==> config.mk <==
export PLATFORM = sky130hd
export DESIGN_NAME = emr_core
export DESIGN_NICKNAME = d
export VERILOG_FILES = /design/src/emr_core.v /design/src/emr_sync.v /design/src/emr_step.v
export VERILOG_INCLUDE_DIRS = /design/src
export SDC_FILE = /design/constraint.sdc
export NUM_CORES = 1
export LEC_CHECK = 0
export BUFFER_PORTS_ARGS = -buffer_cell sky130_fd_sc_hd__buf_2
export CELL_PAD_IN_SITES_DETAIL_PLACEMENT = 0
export CELL_PAD_IN_SITES_GLOBAL_PLACEMENT = 1
export CORE_MARGIN = 2
export CORE_UTILIZATION = 44
export DETAILED_ROUTE_END_ITERATION = 8
export PLACE_DENSITY_LB_ADDON = 0.3
export SETUP_SLACK_MARGIN = 0.2
export SYNTH_ARGS = -nofsm -noshare
export SYNTH_HDL_FRONTEND = slang
export SYNTH_HIERARCHICAL = 1
export SYNTH_SLANG_ARGS = --single-unit
==> constraint.sdc <==
create_clock -name clock -period 5 [get_ports clock]
set_input_delay 0.5 -clock clock [delete_from_list [all_inputs] [get_ports clock]]
set_output_delay 0.5 -clock clock [all_outputs]
set_load 0.01 [all_outputs]
==> src/emr_consts.vh <==
`ifndef EMR_CONSTS_VH
`define EMR_CONSTS_VH

// ****************************************
// Register map (word index, byte = 4*index)
// ****************************************
`define EMR_IDX_EMR1        3'h0
`define EMR_IDX_EMR2        3'h1
`define EMR_IDX_EMR3        3'h2
`define EMR_IDX_STATUS      3'h3
`define EMR_IDX_CTRL        3'h4

// ****************************************
// Bank select codes for register-set command
// ****************************************
`define EMR_BA_EMR1         2'h1
`define EMR_BA_EMR2         2'h2
`define EMR_BA_EMR3         2'h3

// ****************************************
// Extended register one fields
// ****************************************
`define EMR_F1_DLL_DIS      0
`define EMR_F1_HALF         1
`define EMR_F1_TERM_LO      2
`define EMR_F1_PCD_LO       3
`define EMR_F1_PCD_HI       5
`define EMR_F1_TERM_HI      6
`define EMR_F1_CAL_LO       7
`define EMR_F1_CAL_HI       9
`define EMR_F1_STROBE_N_DIS 10
`define EMR_F1_QOFF         12

// ****************************************
// Extended register two fields
// ****************************************
`define EMR_F2_PARTIAL_ARRAY_REFRESH_LO      0
`define EMR_F2_PARTIAL_ARRAY_REFRESH_HI      2
`define EMR_F2_DCC          3
`define EMR_F2_FAST_SR      7

// ****************************************
// Calibration commands and adjust burst beats
// ****************************************
`define EMR_CAL_EXIT        3'h0
`define EMR_CAL_DRIVE1      3'h1
`define EMR_CAL_DRIVE0      3'h2
`define EMR_CAL_ADJUST      3'h4
`define EMR_CAL_DEFAULT     3'h7
`define EMR_ADJ_BEATS       3'h4

// ****************************************
// Reset values
// ****************************************
`define EMR_RST_REG         15'h0000
`define EMR_RST_CTRL        32'h0000_0001
`define EMR_STEP_DEFAULT    4'h8

`endif

==> src/emr_core.v <==
// The Avalon-MM interface to the registers and the address map were left to the implementer.
`include "emr_consts.vh"

module emr_core #(
  parameter DQ_W = 16,
  parameter SW   = 4
) (
  input  wire            clock,
  input  wire            rst,
  // Avalon-MM slave
  input  wire [2:0]      avs_address,
  input  wire            avs_read,
  input  wire            avs_write,
  input  wire [31:0]     avs_writedata,
  output reg  [31:0]     avs_readdata,
  output reg             avs_waitrequest,
  // Memory command pins
  input  wire            ck,
  input  wire            cke,
  input  wire            cs_n,
  input  wire            ras_n,
  input  wire            cas_n,
  input  wire            we_n,
  input  wire [2:0]      ba,
  input  wire [13:0]     addr,
  input  wire [DQ_W-1:0] dq_in,
  // Data and strobe drivers
  output reg  [DQ_W-1:0] dq_out,
  output reg             dq_oe,
  output reg             dqs_out,
  output reg             dqs_oe,
  output reg             dqs_n_out,
  output reg             dqs_n_oe,
  // Decoded controls
  output reg             dll_active,
  output reg             half_strength,
  output reg  [1:0]      die_termination,
  output reg  [2:0]      posted_command_delay,
  output reg             fast_self_refresh,
  output reg             duty_cycle_corrector,
  output reg  [7:0]      refresh_bank_mask,
  output wire [SW-1:0]   pullup_step,
  output wire [SW-1:0]   pulldown_step
);

  // ****************************************
  // Calibration states
  // ****************************************
  localparam [4:0] ST_IDLE    = 5'h01; // No calibration
  localparam [4:0] ST_DRIVE1  = 5'h02; // Drive high levels
  localparam [4:0] ST_DRIVE0  = 5'h04; // Drive low levels
  localparam [4:0] ST_ADJUST  = 5'h08; // Waiting for write
  localparam [4:0] ST_CAPTURE = 5'h10; // Taking burst code

  // ****************************************
  // Functions
  // ****************************************
  // Bank mask kept during partial array refresh
  function [7:0] partial_array_refresh_mask;
    input [2:0] sel;
    begin
      case (sel)
        3'h0:    partial_array_refresh_mask = 8'hff;
        3'h1:    partial_array_refresh_mask = 8'h0f;
        3'h2:    partial_array_refresh_mask = 8'h03;
        3'h3:    partial_array_refresh_mask = 8'h01;
        3'h4:    partial_array_refresh_mask = 8'hfc;
        3'h5:    partial_array_refresh_mask = 8'hf0;
        3'h6:    partial_array_refresh_mask = 8'hc0;
        default: partial_array_refresh_mask = 8'h80;
      endcase
    end
  endfunction

  // Burst code {T0,T1,T2,T3} to {pu_inc,pu_dec,pd_inc,pd_dec}
  function [3:0] adj_decode;
    input [3:0] t;
    begin
      case (t)
        4'h1:    adj_decode = 4'h8;
        4'h2:    adj_decode = 4'h4;
        4'h4:    adj_decode = 4'h2;
        4'h8:    adj_decode = 4'h1;
        4'h5:    adj_decode = 4'ha;
        4'h6:    adj_decode = 4'h6;
        4'h9:    adj_decode = 4'h9;
        4'ha:    adj_decode = 4'h5;
        default: adj_decode = 4'h0;
      endcase
    end
  endfunction

  // ****************************************
  // Pin synchronisers
  // ****************************************
  wire        ck_s;      // Synced link clock
  wire        cke_s;     // Synced clock enable
  wire [3:0]  ctl_s;     // Synced cs, ras, cas, we
  wire [2:0]  ba_s;      // Synced bank bits
  wire [13:0] addr_s;    // Synced address
  wire        dq0_s;     // Synced data bit zero

  emr_sync #(.W(1)) u_sync_ck (
    .clock (clock),
    .rst   (rst),
    .d     (ck),
    .q_r   (ck_s)
  );

  emr_sync #(.W(23)) u_sync_cmd (
    .clock (clock),
    .rst   (rst),
    .d     ({cke, cs_n, ras_n, cas_n, we_n, ba, addr, dq_in[0]}),
    .q_r   ({cke_s, ctl_s, ba_s, addr_s, dq0_s})
  );

  // ****************************************
  // Link edge detection and command decode
  // ****************************************
  reg  ck_d_r;           // Previous synced clock
  reg  cke_prev_r;       // Clock enable at last rising edge
  wire ck_rise;          // Rising link edge
  wire ck_edge;          // Any link edge
  wire cmd_regset;       // Register-set command
  wire cmd_sr_entry;     // Self refresh entry
  wire cmd_write;        // Write command

  assign ck_rise      = ck_s & ~ck_d_r;
  assign ck_edge      = ck_s ^ ck_d_r;
  assign cmd_regset   = ck_rise & cke_prev_r & cke_s & (ctl_s == 4'h0);
  assign cmd_sr_entry = ck_rise & cke_prev_r & ~cke_s & (ctl_s == 4'h1);
  assign cmd_write    = ck_rise & cke_s & (ctl_s == 4'h4);

  // Track link clock and clock enable
  always @(posedge clock) begin
    if (rst) begin
      ck_d_r     <= 1'b0;
      cke_prev_r <= 1'b0;
    end else begin
      ck_d_r <= ck_s;
      if (ck_rise) begin
        cke_prev_r <= cke_s;
      end
    end
  end

  // ****************************************
  // Extended registers
  // ****************************************
  reg [14:0] emr1_r;     // {ba2, addr} of register one
  reg [14:0] emr2_r;     // {ba2, addr} of register two
  reg [14:0] emr3_r;     // {ba2, addr} of register three
  reg [2:0]  written_r;  // Which registers were loaded
  reg        sr_r;       // In self refresh

  // Load on register-set command by bank bits
  always @(posedge clock) begin
    if (rst) begin
      emr1_r    <= `EMR_RST_REG;
      emr2_r    <= `EMR_RST_REG;
      emr3_r    <= `EMR_RST_REG;
      written_r <= 3'h0;
    end else if (cmd_regset) begin
      case (ba_s[1:0])
        `EMR_BA_EMR1: begin
          emr1_r       <= {ba_s[2], addr_s};
          written_r[0] <= 1'b1;
        end
        `EMR_BA_EMR2: begin
          emr2_r       <= {ba_s[2], addr_s};
          written_r[1] <= 1'b1;
        end
        `EMR_BA_EMR3: begin
          emr3_r       <= {ba_s[2], addr_s};
          written_r[2] <= 1'b1;
        end
        default: begin
          // Base mode register lives elsewhere
        end
      endcase
    end
  end

  // Self refresh on entry, off when clock enable rises
  always @(posedge clock) begin
    if (rst) begin
      sr_r <= 1'b0;
    end else if (cmd_sr_entry) begin
      sr_r <= 1'b1;
    end else if (ck_rise && cke_s) begin
      sr_r <= 1'b0;
    end
  end

  // ****************************************
  // Calibration engine
  // ****************************************
  reg  [4:0] cal_st_r;   // Calibration state
  reg  [4:0] cal_nxt;    // Next state
  reg  [2:0] beat_r;     // Burst beats taken
  reg  [3:0] code_r;     // Burst code, T0 first
  reg        def_load_r; // Load default strength
  reg  [3:0] adj_r;      // Step pulses
  wire [2:0] cal_cmd;    // Calibration field of register one

  assign cal_cmd = addr_s[`EMR_F1_CAL_HI:`EMR_F1_CAL_LO];

  // Next state from calibration field and burst
  always @* begin
    cal_nxt = cal_st_r;
    if (cmd_regset && (ba_s[1:0] == `EMR_BA_EMR1)) begin
      case (cal_cmd)
        `EMR_CAL_EXIT:    cal_nxt = ST_IDLE;
        `EMR_CAL_DRIVE1:  cal_nxt = ST_DRIVE1;
        `EMR_CAL_DRIVE0:  cal_nxt = ST_DRIVE0;
        `EMR_CAL_ADJUST:  cal_nxt = ST_ADJUST;
        `EMR_CAL_DEFAULT: cal_nxt = ST_IDLE;
        default:          cal_nxt = cal_st_r;
      endcase
    end else begin
      case (cal_st_r)
        ST_ADJUST: begin
          if (cmd_write) begin
            cal_nxt = ST_CAPTURE;
          end
        end
        ST_CAPTURE: begin
          if (ck_edge && (beat_r == `EMR_ADJ_BEATS - 3'h1)) begin
            cal_nxt = ST_ADJUST;
          end
        end
        ST_IDLE, ST_DRIVE1, ST_DRIVE0: begin
          cal_nxt = cal_st_r;
        end
        default: cal_nxt = ST_IDLE;
      endcase
    end
  end

  // State, burst capture and step pulses
  always @(posedge clock) begin
    if (rst) begin
      cal_st_r   <= ST_IDLE;
      beat_r     <= 3'h0;
      code_r     <= 4'h0;
      def_load_r <= 1'b0;
      adj_r      <= 4'h0;
    end else begin
      cal_st_r   <= cal_nxt;
      def_load_r <= cmd_regset && (ba_s[1:0] == `EMR_BA_EMR1) &&
                    (cal_cmd == `EMR_CAL_DEFAULT);
      adj_r      <= 4'h0;
      if (cal_st_r != ST_CAPTURE) begin
        beat_r <= 3'h0;
      end else if (ck_edge) begin
        beat_r <= beat_r + 3'h1;
        code_r <= {code_r[2:0], dq0_s};
        if (beat_r == `EMR_ADJ_BEATS - 3'h1) begin
          adj_r <= adj_decode({code_r[2:0], dq0_s});
        end
      end
    end
  end

  // One strength pair shared by every data line
  emr_step #(.W(SW), .DEF(`EMR_STEP_DEFAULT)) u_pullup (
    .clock  (clock),
    .rst    (rst),
    .load   (def_load_r),
    .inc    (adj_r[3]),
    .dec    (adj_r[2]),
    .step_r (pullup_step)
  );

  emr_step #(.W(SW), .DEF(`EMR_STEP_DEFAULT)) u_pulldown (
    .clock  (clock),
    .rst    (rst),
    .load   (def_load_r),
    .inc    (adj_r[1]),
    .dec    (adj_r[0]),
    .step_r (pulldown_step)
  );

  // ****************************************
  // Registered outputs
  // ****************************************
  reg  [31:0] ctrl_r;    // Software control word
  wire        qoff;      // Output disable
  wire        drive_on;  // A drive mode is active
  wire        drive_hi;  // Drive high levels

  assign qoff     = emr1_r[`EMR_F1_QOFF];
  assign drive_on = (cal_st_r == ST_DRIVE1) || (cal_st_r == ST_DRIVE0);
  assign drive_hi = (cal_st_r == ST_DRIVE1);

  // Drivers and decoded controls
  always @(posedge clock) begin
    if (rst) begin
      dq_out               <= {DQ_W{1'b0}};
      dq_oe                <= 1'b0;
      dqs_out              <= 1'b0;
      dqs_oe               <= 1'b0;
      dqs_n_out            <= 1'b0;
      dqs_n_oe             <= 1'b0;
      dll_active           <= 1'b0;
      half_strength        <= 1'b0;
      die_termination      <= 2'h0;
      posted_command_delay <= 3'h0;
      fast_self_refresh    <= 1'b0;
      duty_cycle_corrector <= 1'b0;
      refresh_bank_mask    <= 8'hff;
    end else begin
      dq_out    <= {DQ_W{drive_hi}};
      dqs_out   <= drive_hi;
      dqs_n_out <= ~drive_hi;
      dq_oe     <= drive_on & ~qoff;
      dqs_oe    <= drive_on & ~qoff;
      dqs_n_oe  <= drive_on & ~qoff & ~emr1_r[`EMR_F1_STROBE_N_DIS];
      dll_active <= ~emr1_r[`EMR_F1_DLL_DIS] & ~sr_r;
      half_strength   <= emr1_r[`EMR_F1_HALF];
      die_termination <= {emr1_r[`EMR_F1_TERM_HI], emr1_r[`EMR_F1_TERM_LO]};
      posted_command_delay <= emr1_r[`EMR_F1_PCD_HI:`EMR_F1_PCD_LO];
      fast_self_refresh    <= emr2_r[`EMR_F2_FAST_SR] & ctrl_r[0];
      duty_cycle_corrector <= emr2_r[`EMR_F2_DCC];
      refresh_bank_mask    <= sr_r ? partial_array_refresh_mask(emr2_r[`EMR_F2_PARTIAL_ARRAY_REFRESH_HI:`EMR_F2_PARTIAL_ARRAY_REFRESH_LO])
                                   : 8'hff;
    end
  end

  // ****************************************
  // Avalon-MM slave
  // ****************************************
  // Waitrequest idles high, drops one cycle per access
  always @(posedge clock) begin
    if (rst) begin
      avs_waitrequest <= 1'b1;
      avs_readdata    <= 32'h0000_0000;
      ctrl_r          <= `EMR_RST_CTRL;
    end else if ((avs_read || avs_write) && avs_waitrequest) begin
      avs_waitrequest <= 1'b0;
      case (avs_address)
        `EMR_IDX_EMR1:   avs_readdata <= {17'h00000, emr1_r};
        `EMR_IDX_EMR2:   avs_readdata <= {17'h00000, emr2_r};
        `EMR_IDX_EMR3:   avs_readdata <= {17'h00000, emr3_r};
        `EMR_IDX_STATUS: avs_readdata <= {12'h000, pulldown_step, pullup_step,
                                          cal_st_r, dll_active, sr_r, 2'h0,
                                          written_r};
        `EMR_IDX_CTRL:   avs_readdata <= ctrl_r;
        default:         avs_readdata <= 32'h0000_0000;
      endcase
    end else begin
      avs_waitrequest <= 1'b1;
      if (avs_write && !avs_waitrequest && (avs_address == `EMR_IDX_CTRL)) begin
        ctrl_r <= {31'h0000_0000, avs_writedata[0]};
      end
    end
  end

endmodule // emr_core

==> src/emr_sync.v <==
// ****************************************
// Two-flop synchroniser
// ****************************************
module emr_sync #(
  parameter W = 1
) (
  input  wire         clock,
  input  wire         rst,
  input  wire [W-1:0] d,
  output reg  [W-1:0] q_r
);

  reg [W-1:0] meta_r; // First stage, read only by second

  // Two stages, cleared by reset
  always @(posedge clock) begin
    if (rst) begin
      meta_r <= {W{1'b0}};
      q_r    <= {W{1'b0}};
    end else begin
      meta_r <= d;
      q_r    <= meta_r;
    end
  end

endmodule // emr_sync

==> src/emr_step.v <==
// ****************************************
// Saturating driver strength step
// ****************************************
module emr_step #(
  parameter       W   = 4,
  parameter [W-1:0] DEF = 4'h8
) (
  input  wire         clock,
  input  wire         rst,
  input  wire         load,
  input  wire         inc,
  input  wire         dec,
  output reg  [W-1:0] step_r
);

  localparam [W-1:0] TOP = {W{1'b1}}; // Highest step

  // Load default, or step with saturation
  always @(posedge clock) begin
    if (rst) begin
      step_r <= DEF;
    end else if (load) begin
      step_r <= DEF;
    end else if (inc && (step_r != TOP)) begin
      step_r <= step_r + {{(W-1){1'b0}}, 1'b1};
    end else if (dec && (step_r != {W{1'b0}})) begin
      step_r <= step_r - {{(W-1){1'b0}}, 1'b1};
    end
  end

endmodule // emr_step

==> flow_summary.json <==
{
  "status": "complete, no violations",
  "grt_pass1_wl_mm": 20.6,
  "crit_slowest_cell": "nand3_1",
  "num_rows": 44,
  "required_ns": 5.32,
  "cts_buffer_depth": 2,
  "cts_tree": "done",
  "yosysSeqAreaShare": 0.511,
  "drc": 0,
  "dieArea_um2": 15600,
  "path_cells": "inv_1, ha_1, and3b_1, nand3_1, or3_1, o32ai_1",
  "ir_worst_vdd_mv": 0.238,
  "dpl.cell_count": 857,
  "synth.area.top_cells": "dfxtp_1 (51%), mux2i_1 (6.9%), nor2b_1 (5.8%), mux4_2 (4.2%), buf_4 (4.0%)",
  "grt.total_usage": 0.167,
  "layout_common_cells": "dfxtp_1 (164), buf_2 (97), nor2_1 (68), nor2b_1 (60), nand2_1 (53)",
  "crit_buf_inv": 1,
  "synth_top_area_frac": 0.511,
  "synth_cell_types": 56,
  "synth_cells": 627,
  "antenna_found_initial": 0,
  "cpPeakStageDelay_ns": 0.66,
  "p_clk_frac": 0.472,
  "synth_top_area_cell": "dfxtp_1",
  "fin_worst_skew_ns": 0.00661,
  "vias": 4394,
  "io_pins": 157,
  "cts_sinks": 164,
  "root_buffer": "clkbuf_16",
  "cp_max_fo": 20,
  "avgSynthCellArea_um2": 10.2,
  "place.gp.congestion": 0.775,
  "final-max-slew-violation-count": 0,
  "final_common_cell": "dfxtp_1",
  "post_cts_buffers": 0,
  "crit_family": "simple AND/OR/NAND/NOR gates",
  "hold_viol": 0,
  "insertion_delay_ns": 0.42,
  "die_w_um": 125,
  "p_sw_frac": 0.207,
  "fmax_mhz": 427,
  "start_util": 0.447,
  "ctsHoldBuffers": 0,
  "drt-total-wl_mm": 12.6,
  "avgViaCountPerCell": 4.94,
  "final_nets": 779,
  "period_needed_ns": 2.34,
  "drt_iter0_markers": 280,
  "ant_nets": 0,
  "portBuffers": 98,
  "fillers": 1345,
  "regArea_um2": 3280,
  "setup_viol": 0,
  "grt.overflow.total": 0,
  "cts.clk_slew.worst_paths_ns": 0.06,
  "grt_pass1_vias": 4131,
  "cap_viol_max_count": 0,
  "hold_class": "in -> reg",
  "crit_type": "reg -> reg",
  "drt_pass1_iterations": 4,
  "layoutNonFillerInstCount": 889,
  "hpwl_mm": 8.33,
  "grt_max_degree": 92,
  "ys_seq_elements": 164,
  "fin_crit_sh": 0.468,
  "cts_buffers": 17,
  "cts_max_level": 4,
  "cts_resized": 0,
  "arrival_ns": 2.66,
  "power.leakage_nw": 3.25,
  "power_density_nw_per_um2": 367,
  "synthesis.area_um2": 6420,
  "end_kind": "register",
  "seqPwrFrac": 0.494,
  "tightest_slew_ns": 1.13,
  "slew_headroom": 0.246,
  "comb_power_share": 0.033,
  "multi_input_area_um2": 2750,
  "yosysWarnings": 6,
  "drive_above_1_share": 0.221,
  "syn_to_final_growth_pct": 15.2,
  "die_h_um": 125,
  "switchingPower_mw": 0.561,
  "wire_per_inst_um": 14.2,
  "finalSetupTns_ns": 0,
  "rsz0062_at_grt": "no",
  "coreArea_um2": 14400,
  "num_antenna_cells": 0,
  "p_int_mw": 2.15,
  "setup.worst_path.start_class": "register"
}
[state kept, by name, summed over array words and instances (netlist names), 2 cells and up]
name	flops
avs_readdata	20
u_pulldown/step_r	4
beat_r	3
written_r	3
u_sync_cmd/q_r	23
cal_st_r	5
posted_command_delay	3
u_pullup/step_r	4
adj_r	4
code_r	3
u_sync_cmd/meta_r	23
refresh_bank_mask	6
emr1_r	15
die_termination	2
emr2_r	15
emr3_r	15
[cells in the mapped netlist, drive strengths merged]
cell / n
o221ai: 1
nor4b: 3
and3: 4
buf: 47
nand3: 6
o21bai: 1
a32oi: 1
o22ai: 3
clkbuf: 17
or2: 2
and2: 1
o211ai: 4
a21o: 3
and3b: 1
nand2b: 7
a31oi: 2
mux4: 12
nor2: 68
nor4: 1
inv: 6
a21oi: 26
o32ai: 1
or3: 4
mux2i: 44
a311oi: 1
o41a: 2
a211o: 2
mux2: 1
ha: 7
nand4: 3
nand3b: 5
a211oi: 1
and2b: 1
o21a: 2
a22oi: 19
maj3: 1
xor2: 7
dfxtp: 164
nor2b: 61
o21ai: 8
nor3b: 6
nand2: 53
conb: 1
nor3: 15
fa: 2
[metal layers]
metal  vias up  share of wire  track usage
li1       2230              -            -
met1      2018           0.48        0.226
met2       123           0.44        0.253
met3        23          0.058       0.0430
met4         0          0.022       0.0732
met5         -              0            0
[final timing paths]
path,from,end,slack [ns],cells after the start
setup reg to reg,ck_d_r$_SDFF_PP0_,cal_st_r[2]$_SDFFE_PP0P_,2.66,6
hold / removal,addr[6],u_sync_cmd/meta_r[7]$_SDFF_PP0_,0.28,2
hold reg to reg,u_sync_cmd/meta_r[19]$_SDFF_PP0_,u_sync_cmd/q_r[19]$_SDFF_PP0_,0.43,1
setup / recovery,ck_d_r$_SDFF_PP0_,cal_st_r[2]$_SDFFE_PP0P_,2.66,6
[area by class of cell]
| cell class | count | share of cell area |
|---|---|---|
| multi-input cells | 404 | 0.372 |
| inverters | 6 | 0.00304 |
| well taps | 184 | 0.0311 |
| clock inverters | 7 | 0.00896 |
| flip-flops and latches | 164 | 0.444 |
| clock buffers | 25 | 0.0724 |
| repair buffers | 99 | 0.0693 |
[power groups by stage]
stage	clock network, mW	registers (mW)	logic (mW)
global placement	0	1.37	0.0898
finish	1.28	1.34	0.0908
CTS	1.31	1.34	0.0919
detailed placement	0	1.37	0.0914
global route	1.37	1.34	0.101
floorplan	0	1.37	0.0697
[metrics by stage]
step	total power [mW]	instance area (um^2)	utilization	hold slack (ns)	worst slack, ns
6_report	2.71	7400	0.515	0.285	2.66
3_5_place_dp	1.46	6800	0.473	0.421	2.47
5_1_grt	2.81	7400	0.515	0.268	2.43
3_3_place_gp	1.46	6800	0.473	0.421	2.55
4_1_cts	2.75	7400	0.515	0.262	2.58
2_1_floorplan	1.44	6460	-	0.405	2.98
[kinds of logic (layout without fill, tap and decap cells)]
logic type	Yosys count	after routing	synth area share
muxes	57	57	0.112
DFF	164	164	0.511
and+or+nand+nor	241	241	0.194
xor gates and xnor gates	7	7	0.00955
other	1	12	0.000584
buffers and inverters	70	137	0.0676
adders and majority gates	10	10	0.0214
AOI/OAI and AO/OA	77	77	0.0832
No activity file was read; power rests on OpenSTA's default activity.
